**config.mk**
```make
export PLATFORM = sky130hd
export DESIGN_NAME = eeprom_half_select_and_read
export DESIGN_NICKNAME = d
export VERILOG_FILES = /design/src/pkg/eeprom_rd_pkg.sv /design/src/verilog/pin_sync.sv /design/src/verilog/byte_fifo.sv /design/src/verilog/eeprom_half_select_and_read.sv
export SDC_FILE = /design/constraint.sdc
export NUM_CORES = 2
export LEC_CHECK = 0
export ABC_AREA = 0
export BUFFER_PORTS_ARGS = -buffer_cell sky130_fd_sc_hd__buf_2
export CAP_MARGIN = 20
export CORE_AREA = 2 2 550 552
export DETAILED_ROUTE_END_ITERATION = 16
export DIE_AREA = 0 0 552 554
export PLACE_DENSITY = 0.79
export SYNTH_ARGS = -nofsm -noshare
export SYNTH_HDL_FRONTEND = slang
export SYNTH_HIERARCHICAL = 1
export SYNTH_MEMORY_MAX_BITS = 65536
export SYNTH_SLANG_ARGS = --single-unit
```
**constraint.sdc**
```tcl
create_clock -name clk_sys_i -period 4.6 [get_ports clk_sys_i]
set_input_delay 0 -clock clk_sys_i [delete_from_list [all_inputs] [get_ports clk_sys_i]]
set_output_delay 0 -clock clk_sys_i [all_outputs]
set_load 0.02 [all_outputs]
```
**src/pkg/eeprom_rd_pkg.sv**
```systemverilog
// Constants for the two-wire EEPROM half-select and read slave
package eeprom_rd_pkg;
	localparam int MEM_BYTES = 512;
	localparam int HALF_BYTES = 256;
	localparam int ADDR_W = 8;
	localparam logic [3:0] DEV_TYPE_CODE = 4'h000A;
	localparam logic [7:0] CMD_HALF_LOWER = 8'h006C;
	localparam logic [7:0] CMD_HALF_UPPER = 8'h006E;
	localparam logic [7:0] CMD_HALF_QUERY = 8'h006D;
	localparam logic [7:0] ADDR_WRAP_LAST = 8'h00FF;
	localparam logic [7:0] ADDR_WRAP_FIRST = 8'h0000;
	localparam logic HALF_RESET = 1'b0;
	localparam int DATA_FIFO_DEPTH = 8;
	localparam int DATA_W = 8;
	localparam logic [3:0] BIT_LAST = 4'h0007;
	localparam logic [3:0] BIT_ACK = 4'h0008;
endpackage : eeprom_rd_pkg

```
**src/verilog/pin_sync.sv**
```systemverilog
// Two-flop synchroniser for a level from outside the clock domain
`timescale 1ns/10ps
`default_nettype none
module pin_sync #(
	parameter int W = 1
) (
	// Clock and reset
	input wire logic clk_sys_i,
	input wire logic nrst_i,
	// Level in and out
	input wire logic [W-1:0] async_i,
	output logic [W-1:0] sync_o
);
	logic [W-1:0] meta_q;
	logic [W-1:0] meta_d;
	logic [W-1:0] sync_q;
	logic [W-1:0] sync_d;

	always_comb begin
		meta_d = async_i;
		sync_d = meta_q;
	end

	always_ff @(posedge clk_sys_i or negedge nrst_i) begin
		if (!nrst_i) begin
			meta_q <= '1;
			sync_q <= '1;
		end else begin
			meta_q <= meta_d;
			sync_q <= sync_d;
		end
	end

	assign sync_o = sync_q;
endmodule : pin_sync
`default_nettype wire

```
**src/verilog/byte_fifo.sv**
```systemverilog
// Small synchronous FIFO with valid and ready on both sides
`timescale 1ns/10ps
`default_nettype none
module byte_fifo #(
	parameter int WIDTH = 8,
	parameter int DEPTH = 8
) (
	// Clock and reset
	input wire logic clk_sys_i,
	input wire logic nrst_i,
	input wire logic flush_i,
	// Fill side
	input wire logic in_valid_i,
	output logic in_ready_o,
	input wire logic [WIDTH-1:0] in_data_i,
	// Drain side
	output logic out_valid_o,
	input wire logic out_ready_i,
	output logic [WIDTH-1:0] out_data_o
);
	localparam int PW = $clog2(DEPTH);
	logic [WIDTH-1:0] mem_q [DEPTH];
	logic [PW-1:0] wr_q, wr_d, rd_q, rd_d;
	logic [PW:0] cnt_q, cnt_d;
	logic push, pop;

	always_comb begin
		push = in_valid_i && in_ready_o;
		pop = out_valid_o && out_ready_i;
		wr_d = wr_q;
		rd_d = rd_q;
		cnt_d = cnt_q;
		if (flush_i) begin
			wr_d = '0;
			rd_d = '0;
			cnt_d = '0;
		end else begin
			if (push) begin
				wr_d = (wr_q == PW'(DEPTH - 1)) ? '0 : wr_q + 1'b1;
			end
			if (pop) begin
				rd_d = (rd_q == PW'(DEPTH - 1)) ? '0 : rd_q + 1'b1;
			end
			cnt_d = cnt_q + (PW+1)'(push) - (PW+1)'(pop);
		end
	end

	always_ff @(posedge clk_sys_i or negedge nrst_i) begin
		if (!nrst_i) begin
			wr_q <= '0;
			rd_q <= '0;
			cnt_q <= '0;
		end else begin
			wr_q <= wr_d;
			rd_q <= rd_d;
			cnt_q <= cnt_d;
		end
	end

	always_ff @(posedge clk_sys_i) begin
		if (push && !flush_i) begin
			mem_q[wr_q] <= in_data_i;
		end
	end

	assign in_ready_o = (cnt_q != (PW+1)'(DEPTH));
	assign out_valid_o = (cnt_q != '0);
	assign out_data_o = mem_q[rd_q];
endmodule : byte_fifo
`default_nettype wire

```
**src/verilog/eeprom_half_select_and_read.sv**
```systemverilog
// Two-wire EEPROM slave: half select, half query and read transactions
// Notes on behaviour
// - 512 bytes: two halves of 256 bytes each
// - Half bit picks lower or upper 256
// - 6Ch/6Eh after Start selects half, acked
// - Two dont-care bytes after select acked
// - 6Dh query: ACK lower, NACK upper
// - Two dont-care bytes out after query
// - Half bit cleared at reset and bus reset
// - Read needs 1010, strap match, R bit
// - Current read sends byte at counter
// - Counter kept between transactions
// - Counter wraps inside the selected half
// - Random read: dummy write then restart
// - Read after dummy write starts preloaded address
// - Sequential bytes while master acks
`timescale 1ns/10ps
`default_nettype none
module eeprom_half_select_and_read
	import eeprom_rd_pkg::*;
(
	// Clock and reset
	input wire logic clk_sys_i,
	input wire logic nrst_i,
	// Two-wire bus pins
	input wire logic scl_i,
	input wire logic sda_i,
	output logic sda_o,
	output logic sda_oe_n_o,
	// Address straps
	input wire logic strap_addr_bit0_i,
	input wire logic strap_addr_bit1_i,
	input wire logic strap_addr_bit2_i,
	// Bus software reset request
	input wire logic bus_sw_reset_i,
	// Memory load port
	input wire logic mem_we_i,
	input wire logic [8:0] mem_waddr_i,
	input wire logic [7:0] mem_wdata_i,
	// Status
	output logic half_sel_o,
	output logic busy_o
);
	import eeprom_rd_pkg::*;

	typedef enum logic [6:0] {
		ST_IDLE = 7'b000_0001,
		ST_CTRL = 7'b000_0010,
		ST_ACK = 7'b000_0100,
		ST_WADDR = 7'b000_1000,
		ST_DUMMY = 7'b001_0000,
		ST_TX = 7'b010_0000,
		ST_MACK = 7'b100_0000
	} state_t;

	typedef enum logic [2:0] {
		K_NONE = 3'b001,
		K_READ = 3'b010,
		K_CMD = 3'b100
	} kind_t;

	// ------------------------------------------------------------
	// Pin synchronisers
	// ------------------------------------------------------------
	logic [5:0] pins_s;
	logic scl_s, sda_s;
	logic [2:0] strap_s;
	logic bus_rst_s;

	pin_sync #(.W(6)) u_sync (
		.clk_sys_i(clk_sys_i),
		.nrst_i(nrst_i),
		.async_i({scl_i, sda_i, strap_addr_bit2_i, strap_addr_bit1_i, strap_addr_bit0_i,
			bus_sw_reset_i}),
		.sync_o(pins_s)
	);

	assign scl_s = pins_s[5];
	assign sda_s = pins_s[4];
	assign strap_s = pins_s[3:1];
	assign bus_rst_s = pins_s[0];

	logic scl_prev_q, sda_prev_q;
	logic scl_rise, scl_fall, start_cond, stop_cond;

	always_ff @(posedge clk_sys_i or negedge nrst_i) begin
		if (!nrst_i) begin
			scl_prev_q <= 1'b1;
			sda_prev_q <= 1'b1;
		end else begin
			scl_prev_q <= scl_s;
			sda_prev_q <= sda_s;
		end
	end

	always_comb begin
		scl_rise = scl_s && !scl_prev_q;
		scl_fall = !scl_s && scl_prev_q;
		start_cond = scl_s && scl_prev_q && sda_prev_q && !sda_s;
		stop_cond = scl_s && scl_prev_q && !sda_prev_q && sda_s;
	end

	// ------------------------------------------------------------
	// Memory array, 512 bytes
	// ------------------------------------------------------------
	logic [7:0] mem_q [MEM_BYTES];

	always_ff @(posedge clk_sys_i) begin
		if (mem_we_i) begin
			mem_q[mem_waddr_i] <= mem_wdata_i;
		end
	end

	function automatic logic [7:0] next_addr(input logic [7:0] a);
		// Wraps within the half; the half bit is untouched
		next_addr = (a == ADDR_WRAP_LAST) ? ADDR_WRAP_FIRST : a + 8'h0001;
	endfunction : next_addr

	// ------------------------------------------------------------
	// Protocol engine
	// ------------------------------------------------------------
	state_t st_q, st_d;
	kind_t kind_q, kind_d;
	logic [7:0] sh_q, sh_d;
	logic [3:0] bit_q, bit_d;
	logic [7:0] addr_q, addr_d;
	logic half_q, half_d;
	logic ack_q, ack_d;
	logic q_cmd_q, q_cmd_d;
	logic [1:0] dc_q, dc_d;
	logic sda_oe_n_q, sda_oe_n_d;
	logic fifo_in_valid, fifo_in_ready, fifo_out_valid, fifo_pop, fifo_flush;
	logic [7:0] fifo_out_data;

	byte_fifo #(.WIDTH(DATA_W), .DEPTH(DATA_FIFO_DEPTH)) u_fifo (
		.clk_sys_i(clk_sys_i),
		.nrst_i(nrst_i),
		.flush_i(fifo_flush),
		.in_valid_i(fifo_in_valid),
		.in_ready_o(fifo_in_ready),
		.in_data_i(mem_q[{half_q, addr_q}]),
		.out_valid_o(fifo_out_valid),
		.out_ready_i(fifo_pop),
		.out_data_o(fifo_out_data)
	);

	logic [7:0] ctrl_byte;
	logic dev_match;

	always_comb begin
		ctrl_byte = {sh_q[6:0], sda_s};
		dev_match = (ctrl_byte[7:4] == DEV_TYPE_CODE) && (ctrl_byte[3:1] == strap_s);
		st_d = st_q;
		kind_d = kind_q;
		sh_d = sh_q;
		bit_d = bit_q;
		addr_d = addr_q;
		half_d = half_q;
		ack_d = ack_q;
		q_cmd_d = q_cmd_q;
		dc_d = dc_q;
		sda_oe_n_d = sda_oe_n_q;
		fifo_in_valid = 1'b0;
		fifo_pop = 1'b0;
		fifo_flush = 1'b0;
		if (bus_rst_s) begin
			half_d = HALF_RESET;
			st_d = ST_IDLE;
			sda_oe_n_d = 1'b1;
		end else if (stop_cond) begin
			st_d = ST_IDLE;
			sda_oe_n_d = 1'b1;
			fifo_flush = 1'b1;
		end else if (start_cond) begin
			st_d = ST_CTRL;
			bit_d = '0;
			sda_oe_n_d = 1'b1;
			fifo_flush = 1'b1;
		end else begin
			unique case (st_q)
				ST_IDLE: begin
					sda_oe_n_d = 1'b1;
				end
				ST_CTRL, ST_WADDR, ST_DUMMY: begin
					if (scl_rise) begin
						sh_d = ctrl_byte;
						bit_d = bit_q + 4'h0001;
						if (bit_q == BIT_LAST) begin
							ack_d = 1'b0;
							if (st_q == ST_CTRL) begin
								kind_d = K_NONE;
								if (ctrl_byte == CMD_HALF_LOWER || ctrl_byte == CMD_HALF_UPPER) begin
									half_d = ctrl_byte[1];
									kind_d = K_CMD;
									q_cmd_d = 1'b0;
									dc_d = 2'h2;
									ack_d = 1'b1;
								end else if (ctrl_byte == CMD_HALF_QUERY) begin
									kind_d = K_CMD;
									q_cmd_d = 1'b1;
									dc_d = 2'h2;
									ack_d = !half_q;
								end else if (dev_match) begin
									kind_d = ctrl_byte[0] ? K_READ : K_CMD;
									q_cmd_d = 1'b0;
									dc_d = ctrl_byte[0] ? 2'h0 : 2'h3;
									ack_d = 1'b1;
								end
							end else if (st_q == ST_WADDR) begin
								addr_d = ctrl_byte;
								ack_d = 1'b1;
							end else begin
								ack_d = 1'b1;
								dc_d = dc_q - 2'h1;
							end
						end
					end else if (scl_fall && bit_q == BIT_ACK) begin
						sda_oe_n_d = !ack_q;
						st_d = ST_ACK;
					end
				end
				ST_ACK: begin
					if (scl_fall) begin
						bit_d = '0;
						sda_oe_n_d = 1'b1;
						if (kind_q == K_NONE) begin
							st_d = ST_IDLE;
						end else if (kind_q == K_READ || q_cmd_q) begin
							st_d = ST_TX;
							sh_d = q_cmd_q ? 8'h00FF : fifo_out_data;
							fifo_pop = !q_cmd_q;
							if (q_cmd_q) begin
								sda_oe_n_d = 1'b1;
							end else begin
								sda_oe_n_d = fifo_out_data[7];
							end
						end else if (dc_q == 2'h3) begin
							st_d = ST_WADDR;
							dc_d = 2'h0;
						end else if (dc_q != 2'h0) begin
							st_d = ST_DUMMY;
						end else begin
							st_d = ST_IDLE;
						end
					end
				end
				ST_TX: begin
					if (scl_fall) begin
						bit_d = bit_q + 4'h0001;
						if (bit_q == BIT_LAST) begin
							sda_oe_n_d = 1'b1;
							st_d = ST_MACK;
						end else begin
							sh_d = {sh_q[6:0], 1'b1};
							sda_oe_n_d = sh_q[6];
						end
					end
				end
				ST_MACK: begin
					if (scl_rise) begin
						ack_d = !sda_s;
					end else if (scl_fall) begin
						bit_d = '0;
						if (q_cmd_q) begin
							dc_d = dc_q - 2'h1;
							st_d = (dc_q == 2'h1) ? ST_IDLE : ST_TX;
							sh_d = 8'h00FF;
						end else if (ack_q && fifo_out_valid) begin
							st_d = ST_TX;
							sh_d = fifo_out_data;
							sda_oe_n_d = fifo_out_data[7];
							fifo_pop = 1'b1;
						end else begin
							st_d = ST_IDLE;
						end
					end
				end
				default: begin
					st_d = ST_IDLE;
				end
			endcase
		end
		// Prefetch only after a read address byte matched; stalls when full
		if (kind_d == K_READ && st_d != ST_IDLE && st_d != ST_CTRL && fifo_in_ready
			&& !fifo_flush && !bus_rst_s) begin
			fifo_in_valid = 1'b1;
			addr_d = next_addr(addr_q);
		end
	end

	// Count of fetched but unsent bytes, for rollback
	logic [3:0] pend_q, pend_d;

	always_comb begin
		pend_d = pend_q;
		if (fifo_flush) begin
			pend_d = '0;
		end else begin
			pend_d = pend_q + 4'(fifo_in_valid) - 4'(fifo_pop);
		end
	end

	logic [7:0] addr_fix;

	always_comb begin
		addr_fix = addr_d;
		if (fifo_flush && kind_q == K_READ) begin
			addr_fix = addr_q - 8'(pend_q);
		end
	end

	always_ff @(posedge clk_sys_i or negedge nrst_i) begin
		if (!nrst_i) begin
			st_q <= ST_IDLE;
			kind_q <= K_NONE;
			sh_q <= '0;
			bit_q <= '0;
			addr_q <= '0;
			half_q <= HALF_RESET;
			ack_q <= 1'b0;
			q_cmd_q <= 1'b0;
			dc_q <= '0;
			sda_oe_n_q <= 1'b1;
			pend_q <= '0;
		end else begin
			st_q <= st_d;
			kind_q <= kind_d;
			sh_q <= sh_d;
			bit_q <= bit_d;
			addr_q <= addr_fix;
			half_q <= half_d;
			ack_q <= ack_d;
			q_cmd_q <= q_cmd_d;
			dc_q <= dc_d;
			sda_oe_n_q <= sda_oe_n_d;
			pend_q <= pend_d;
		end
	end

	// ------------------------------------------------------------
	// Outputs
	// ------------------------------------------------------------
	logic busy_q;

	always_ff @(posedge clk_sys_i or negedge nrst_i) begin
		if (!nrst_i) begin
			busy_q <= 1'b0;
		end else begin
			busy_q <= (st_d != ST_IDLE);
		end
	end

	assign sda_o = 1'b0;
	assign sda_oe_n_o = sda_oe_n_q;
	assign half_sel_o = half_q;
	assign busy_o = busy_q;
endmodule : eeprom_half_select_and_read
`default_nettype wire

```
Word-level counts from Yosys, hierarchy flattened

Memory sizes are Yosys's and may differ from the RTL's.
Index checks and enable logic that the tools add are counted.

$add $sub $neg: 10
Eq/ne operators: 58
Muxes and demuxes: 136
Bitwise gates (word level): 3
Reductions and logical operators: 58

Operators by type and width:

| cell               | count |
|---|---|
| $mux 7             | 21 |
| $mux 8             | 11 |
| $mux 1             | 51 |
| $mux 3             | 17 |
| $ne 5x4->1 const B | 8 |
| $pmux 7 s5         | 1 |
| $mux 2             | 15 |
| $mux 6             | 5 |
| $mux 4             | 7 |
| $pmux 7 s4         | 1 |
| $ne 2x2->1 const B | 13 |
| $eq 8x7->1 const B | 3 |
| $logic_and 1x1->1  | 19 |
| $ne 3x3->1 const B | 6 |
| $reduce_bool 2->1  | 9 |
| $reduce_bool 3->1  | 6 |
| $pmux 4 s4         | 1 |
| $reduce_and 8->1   | 2 |
| $reduce_and 15->1  | 1 |
| $reduce_and 7->1   | 2 |
| $reduce_and 13->1  | 1 |
| $mux 5             | 2 |
| $logic_not 1->1    | 9 |
| $ne 3x1->1 const B | 3 |
| other kinds (39)   | 51 |

Register bits after elaboration: 64
RAM bits: 4,160
Input bits: 26
Logic and storage cells: 286
Memories: 2

Memories:

| name         | words | bits a word | rd ports | clocked after Yosys merged registers in | wr ports | RTL line                           | RTL |
|---|---|---|---|---|---|---|---|
| mem_q        | 512   | 8           | 1        | 0                                       | 1        | eeprom_half_select_and_read.sv:106 | `logic [7:0] mem_q [MEM_BYTES];` |
| u_fifo.mem_q | 8     | 8           | 1        | 0                                       | 1        | byte_fifo.sv:22                    | `logic [WIDTH-1:0] mem_q [DEPTH];` |

Depth between registers and ports, before layout

Depth in word-level cells: 23
Mapped depth: 19
Gate-level depth less buffers: 19

Cells and area by module

Netlist, hierarchy kept.

By module, submodules not included:

| module                      | instances | cells each | area an instance (um^2) | seq. area each (um^2) |
|---|---|---|---|---|
| eeprom_half_select_and_read | 1         | 7,145      | 160,679.1               | 124,055.2 |
| byte_fifo                   | 1         | 168        | 3,191.8                 | 2,172.1 |
| pin_sync                    | 1         | 12         | 315.3                   | 315.3 |

Worst setup path after synthesis

No wires, ideal clock.

Path type: register to register
Start: register st_q[1]
End: register u_fifo.cnt_q[2]
Setup time: 0.131 ns
Arrival time: 3.469 ns
Required time: 4.469 ns
Setup slack: 1.000 ns
Cell stages (with the launch flop): 20
Buffers on the path: 3
Period minus slack after synthesis: 3.600 ns
Cell sequence: dfrtp_1 buf_6 or4_1 buf_2 or3_1 buf_6 nor2_1 a21o_1 nor3_1 o21a_4 inv_6 nand2_8 inv_4 nand2_1 ha_1 inv_1 ha_1 fa_1 xnor2_1 nor2_1

Word-level cells in the longest chain between the ends: 19
Elaborated cells between the ends (all ways): 44

Ends and longest elaborated chain:

| item                             | RTL line                                                               | RTL |
|---|---|---|
| start, declared                  | eeprom_half_select_and_read.sv:122                                     | `state_t st_q, st_d;` |
| start signal, assigned           | eeprom_half_select_and_read.sv:326                                     | `st_q <= st_d;` |
| $eq 7x2->1                       | eeprom_half_select_and_read.sv:180, eeprom_half_select_and_read.sv:190 |  |
| $mux 3                           | eeprom_half_select_and_read.sv:190                                     | `if (st_q == ST_CTRL) begin` |
| $mux 3                           | eeprom_half_select_and_read.sv:188                                     | `if (bit_q == BIT_LAST) begin` |
| $mux 3                           | eeprom_half_select_and_read.sv:185                                     | `if (scl_rise) begin` |
| $mux 3                           | eeprom_half_select_and_read.sv:180                                     | `unique case (st_q)` |
| $mux 3                           | eeprom_half_select_and_read.sv:174                                     | `end else if (start_cond) begin` |
| $mux 3                           | eeprom_half_select_and_read.sv:170                                     | `end else if (stop_cond) begin` |
| $mux 3                           | eeprom_half_select_and_read.sv:166                                     | `if (bus_rst_s) begin` |
| [... 4 more ...]                 | -                                                                      |  |
| $logic_and 1x1->1 * (2 in a row) | eeprom_half_select_and_read.sv:285                                     | `&& !fifo_flush && !bus_rst_s) begin` |
| $mux 1 *                         | eeprom_half_select_and_read.sv:284                                     | `if (kind_d == K_READ && st_d != ST_IDLE && st_d != ST_CTRL && fifo_in_ready` |
| via fifo_in_valid                | eeprom_half_select_and_read.sv:132                                     | `logic fifo_in_valid, fifo_in_ready, fifo_out_valid, fifo_pop, fifo_flush;` |
| $logic_and 1x1->1 *              | byte_fifo.sv:28                                                        | `push = in_valid_i && in_ready_o;` |
| $add 4x1->4 *                    | byte_fifo.sv:44                                                        | `cnt_d = cnt_q + (PW+1)'(push) - (PW+1)'(pop);` |
| $sub 4x1->4 *                    | byte_fifo.sv:44                                                        |  |
| $mux 4 *                         | byte_fifo.sv:33                                                        | `if (flush_i) begin` |
| via u_fifo.cnt_d[2]              | byte_fifo.sv:24                                                        | `logic [PW:0] cnt_q, cnt_d;` |
| end signal, assigned             | byte_fifo.sv:56                                                        | `cnt_q <= cnt_d;` |
| end, declared                    | byte_fifo.sv:24                                                        |  |

Mark *: on every way through the listed nets, which the timed path passes. The rest lies on a longest branch.
A chain may end at the register's enable or synchronous reset.

Final worst setup path

Start: register addr_q[1]
End: memory u_fifo.mem_q[4][5] (data pin)

Word-level cells in the longest chain between the ends: 1

Ends and longest elaborated chain:

| item                   | RTL line                           | RTL |
|---|---|---|
| start, declared        | eeprom_half_select_and_read.sv:126 | `logic [7:0] addr_q, addr_d;` |
| start signal, assigned | eeprom_half_select_and_read.sv:330 | `addr_q <= addr_fix;` |
| $mem_v2 512x8          | -                                  |  |
| end, declared          | byte_fifo.sv:22                    |  |

Every way passes these cells.

==> summary.md <==
| Metric | Value |
|---|---|
| Number of enable flip-flop cells after synthesis | around 4200 |
| Pwr dens | 415 nW/µm² |
| Via-to-Cell Ratio | approximately 7 |
| Total gr overflow | 0 |
| Area of the core | 299000 µm² |
| Combinational cell fraction of total power | 1.3% |
| Antenna viol nets, final | 0 |
| Antenna violations before repair | 29 |
| Finished Layout Cells | between 10000 and 15000 |
| Setup violations, final | 0 |
| Unrepaired setup endpoints after global routing | no |
| Clk pwr share | 43.5% |
| 1st-iter DRT viols | approximately 14000 |
| Tot GR Track Use | 28.5% |
| First-pass GRT wire length | 625000 µm |
| Cts bufs inserted | 401 |
| Tmin final | roughly 4.4 ns |
| Pint | 61.0 mW |
| Yosys cell types | 81 |
| Max frequency | 0.226 GHz |
| Num rows | 201 |
| Syn-to-layout area delta | 12.4% |
| Layout filler cell count | 18691 |
| Share of cells above drive strength 1 | ~28% |
| Slew Limit Headroom | 11.4% |
| Max_cap viols | 0 |
| Register area share after synthesis | 77.1% |
| Clock Latency Late Sink | 0.99 ns |
| Area leader, netlist | edfxtp_1 |
| Hold Path Depth | 2 |
| Top-count cell post-synth | edfxtp_1 |
| Met1 wire length | 147000 µm |
| Seq pwr share | between 50% and 60% |
| Reg2Reg Depth | 8 |
| Initial cell density of the core | 54.9% |
| Worst r2r src | addr_q[1]$_DFFE_PN0P_ |
| Routed wl met3 | 55900 µm |
| Synth Area per Inst | 22.4 µm² |
| Root Buffer | clkbuf_16 |
| Final HPWL DP | 241000 µm |
| Synth Warn # | 6 |
| Placed Cells | 11158 |
| Clock Path Buffers | 4 |
| Die extent in y | 554 µm |
| Top Metal Used | met5 |
| Crit path required time | between 5 and 6 ns |
| Worst R2R Setup Slack | 0.18 ns |
| Share of Yosys cell area claimed by the top area cell type | 76.1% |
| Syn_nets | 7378 |
| NetSw | 15.6 mW |
| Crit share post-route | a little over nine tenths |
| 1st-pass router iterations | 6 |
| Syn Std Cell Area | approximately 160000 µm² |
| Routed wire per std cell | 36.6 µm |
| Via Count | 82898 |
| HP Start | mem_wdata_i[7] |
| Worst min-delay path class | primary input to flop |
| Setup crit start | addr_q[1]$_DFFE_PN0P_ |
| GPL Wtd Cong | 0.893 |
| Net count reported at finish | 7687 |
| Leakage power | 55.1 nW |
| IO Pins | 30 |
| Post-synth top flop | edfxtp_1 |
| Run status | finished, final reports clean |
| Met2 WL | 209000 µm |
| CP Class | flop to flop |
| Fin. Hold Viols | 0 |
| Die area | 306000 µm² |
| VDD IR max | 0.377 mV |
| Largest net degree at the start of global routing | 208 |
| Ys async rst share | 1.52% |
| Clock sinks | 4224 |
| CTS H-tree lvls | 5 |
| Fin util | 61.7% |
| Area contributors post-synth | edfxtp_1, mux4_2, nor2_1, dfrtp_1, clkbuf_1 |
| Routed WL | 437000 µm |
| Pins Over Slew Limit | 0 |
| Die Span X | 552 µm |
| Synthesized flop and latch total | 4224 |
| Number of global-route vias before repair | 83584 |
| Worst Setup End Kind | flop |
| Syn Inst Count | between 7000 and 8000 |
| Worst setup SP type | flop |
| Reg clk slew, reported paths | ~0.070 ns |
| Worst EP arrival | 5.07 ns |
| Worst Tran Pin Value | ~1.3 ns |
| Top post-synthesis cells by count | edfxtp_1, mux4_2, nor2_1, clkbuf_1, a22oi_1 |
| Crit-path max FO | 57 |
| Switch share | 20.4% |
| DRC errors left | 0 |
| I/O Buffers | 28 |
| Clk_skew | 0.0688 ns |
| CTS tree | built |
stage by stage:
stage               setup TNS [ns]  instance area (µm²)  hold WS, ns  worst slack, ns  total power [mW]
floorplan                        0               164000       -0.296             1.00              43.3
global placement            -0.445               171000        0.114          -0.0556              44.0
detailed placement           -1.94               171000        0.113           -0.155              44.1
CTS                              0               184000        0.105           0.0241              76.7
global route                     0               184000        0.155            0.135              78.1
finish                           0               185000        0.148            0.180              76.7
cell type report:
class	count	area, µm²	share of cell area (%)
timing repair buffer	351	3840	2.08
sequential	4224	127000	68.6
antenna	23	57.6	0.0312
clock buffer	480	10400	5.62
clock inverter	249	2690	1.46
tap	3958	4950	2.68
inverter	27	109	0.0590
multi-input combinational	2629	35900	19.5
power groups by stage:
stage	sequential [mW]	clock, mW	combinational [mW]
3_5_place_dp	43.2	0	0.945
6_report	42.3	33.3	0.995
4_1_cts	42.3	33.4	0.971
3_3_place_gp	43.2	0	0.874
5_1_grt	42.3	34.7	1.04
2_1_floorplan	43.2	0	0.117
cells by family after synthesis:
| family | count (synthesis) | share of synthesized area (%) |
|---|---|---|
| and+or+nand+nor | 900 | 2.38 |
| other | 1 | 0.00228 |
| adders and majority gates | 27 | 0.219 |
| DFF | 4224 | 77.1 |
| buffers and inverters | 472 | 1.18 |
| muxes | 1301 | 17.4 |
| AOI/OAI and AO/OA | 382 | 1.62 |
| xor gates and xnor gates | 18 | 0.0960 |
flip-flops by register name, summed over array words and instances, names as in the netlist:
register	cells
sh_q	7
u_fifo/cnt_q	4
u_sync/meta_q	6
sda_prev_q	1
kind_q	3
st_q	7
pend_q	4
addr_q	8
u_sync/sync_o	6
q_cmd_q	1
sda_oe_n_o	1
mem_q	4096
dc_q	2
scl_prev_q	1
u_fifo/mem_q	64
ack_q	1
half_sel_o	1
busy_o	1
u_fifo/rd_q	3
bit_q	4
u_fifo/wr_q	3
cell usage in the layout, fill, tap and decap left out, drive strengths merged, types with 25 or more instances in the layout:
cell,n
a21oi,65
a22oi,121
buf,326
bufinv,42
clkbuf,480
clkinv,173
dfrtp,47
dlygate4sd3,25
edfxtp,4160
inv,43
mux2i,43
mux4,1240
nand2,93
nand3,47
nor2,592
nor3,41
o21ai,57
final timing paths:
check | endpoint
min reg2reg | u_sync/sync_o[2]$_DFF_PN1_
max in group asynchronous | addr_q[1]$_DFFE_PN0P_
max | u_fifo/mem_q[4][5]$_DFFE_PP_
min in group asynchronous | st_q[2]$_DFF_PN0_
max reg2reg | u_fifo/mem_q[4][5]$_DFFE_PP_
min | mem_q[317][7]$_DFFE_PP_
worst max-delay path: stages, from the launching register on:
cell	delay (ns)
dfrtp_4	0.78
buf_12	0.30
buf_12	0.33
mux4_2	0.41
mux4_2	0.50
a22oi_1	0.40
a21oi_1	0.48
nor4_2	0.45
mux2i_1	0.35
layer usage:
layer  vias up  GRT usage, %
li1      31572             -
met4        18          13.3
met1     43068          37.8
met2      6953          45.0
met5         -             0
met3      1287          7.08
what timing repair did:
action                                  in CTS  in global routing
hold endpoints to repair                  1970                  0
setup buffers                                0                  6
endpoints found under the setup margin      24                 24
hold buffers                                25                  0
gates resized for setup                      3                  0
Note: power is estimated with default switching activity, not from simulation.
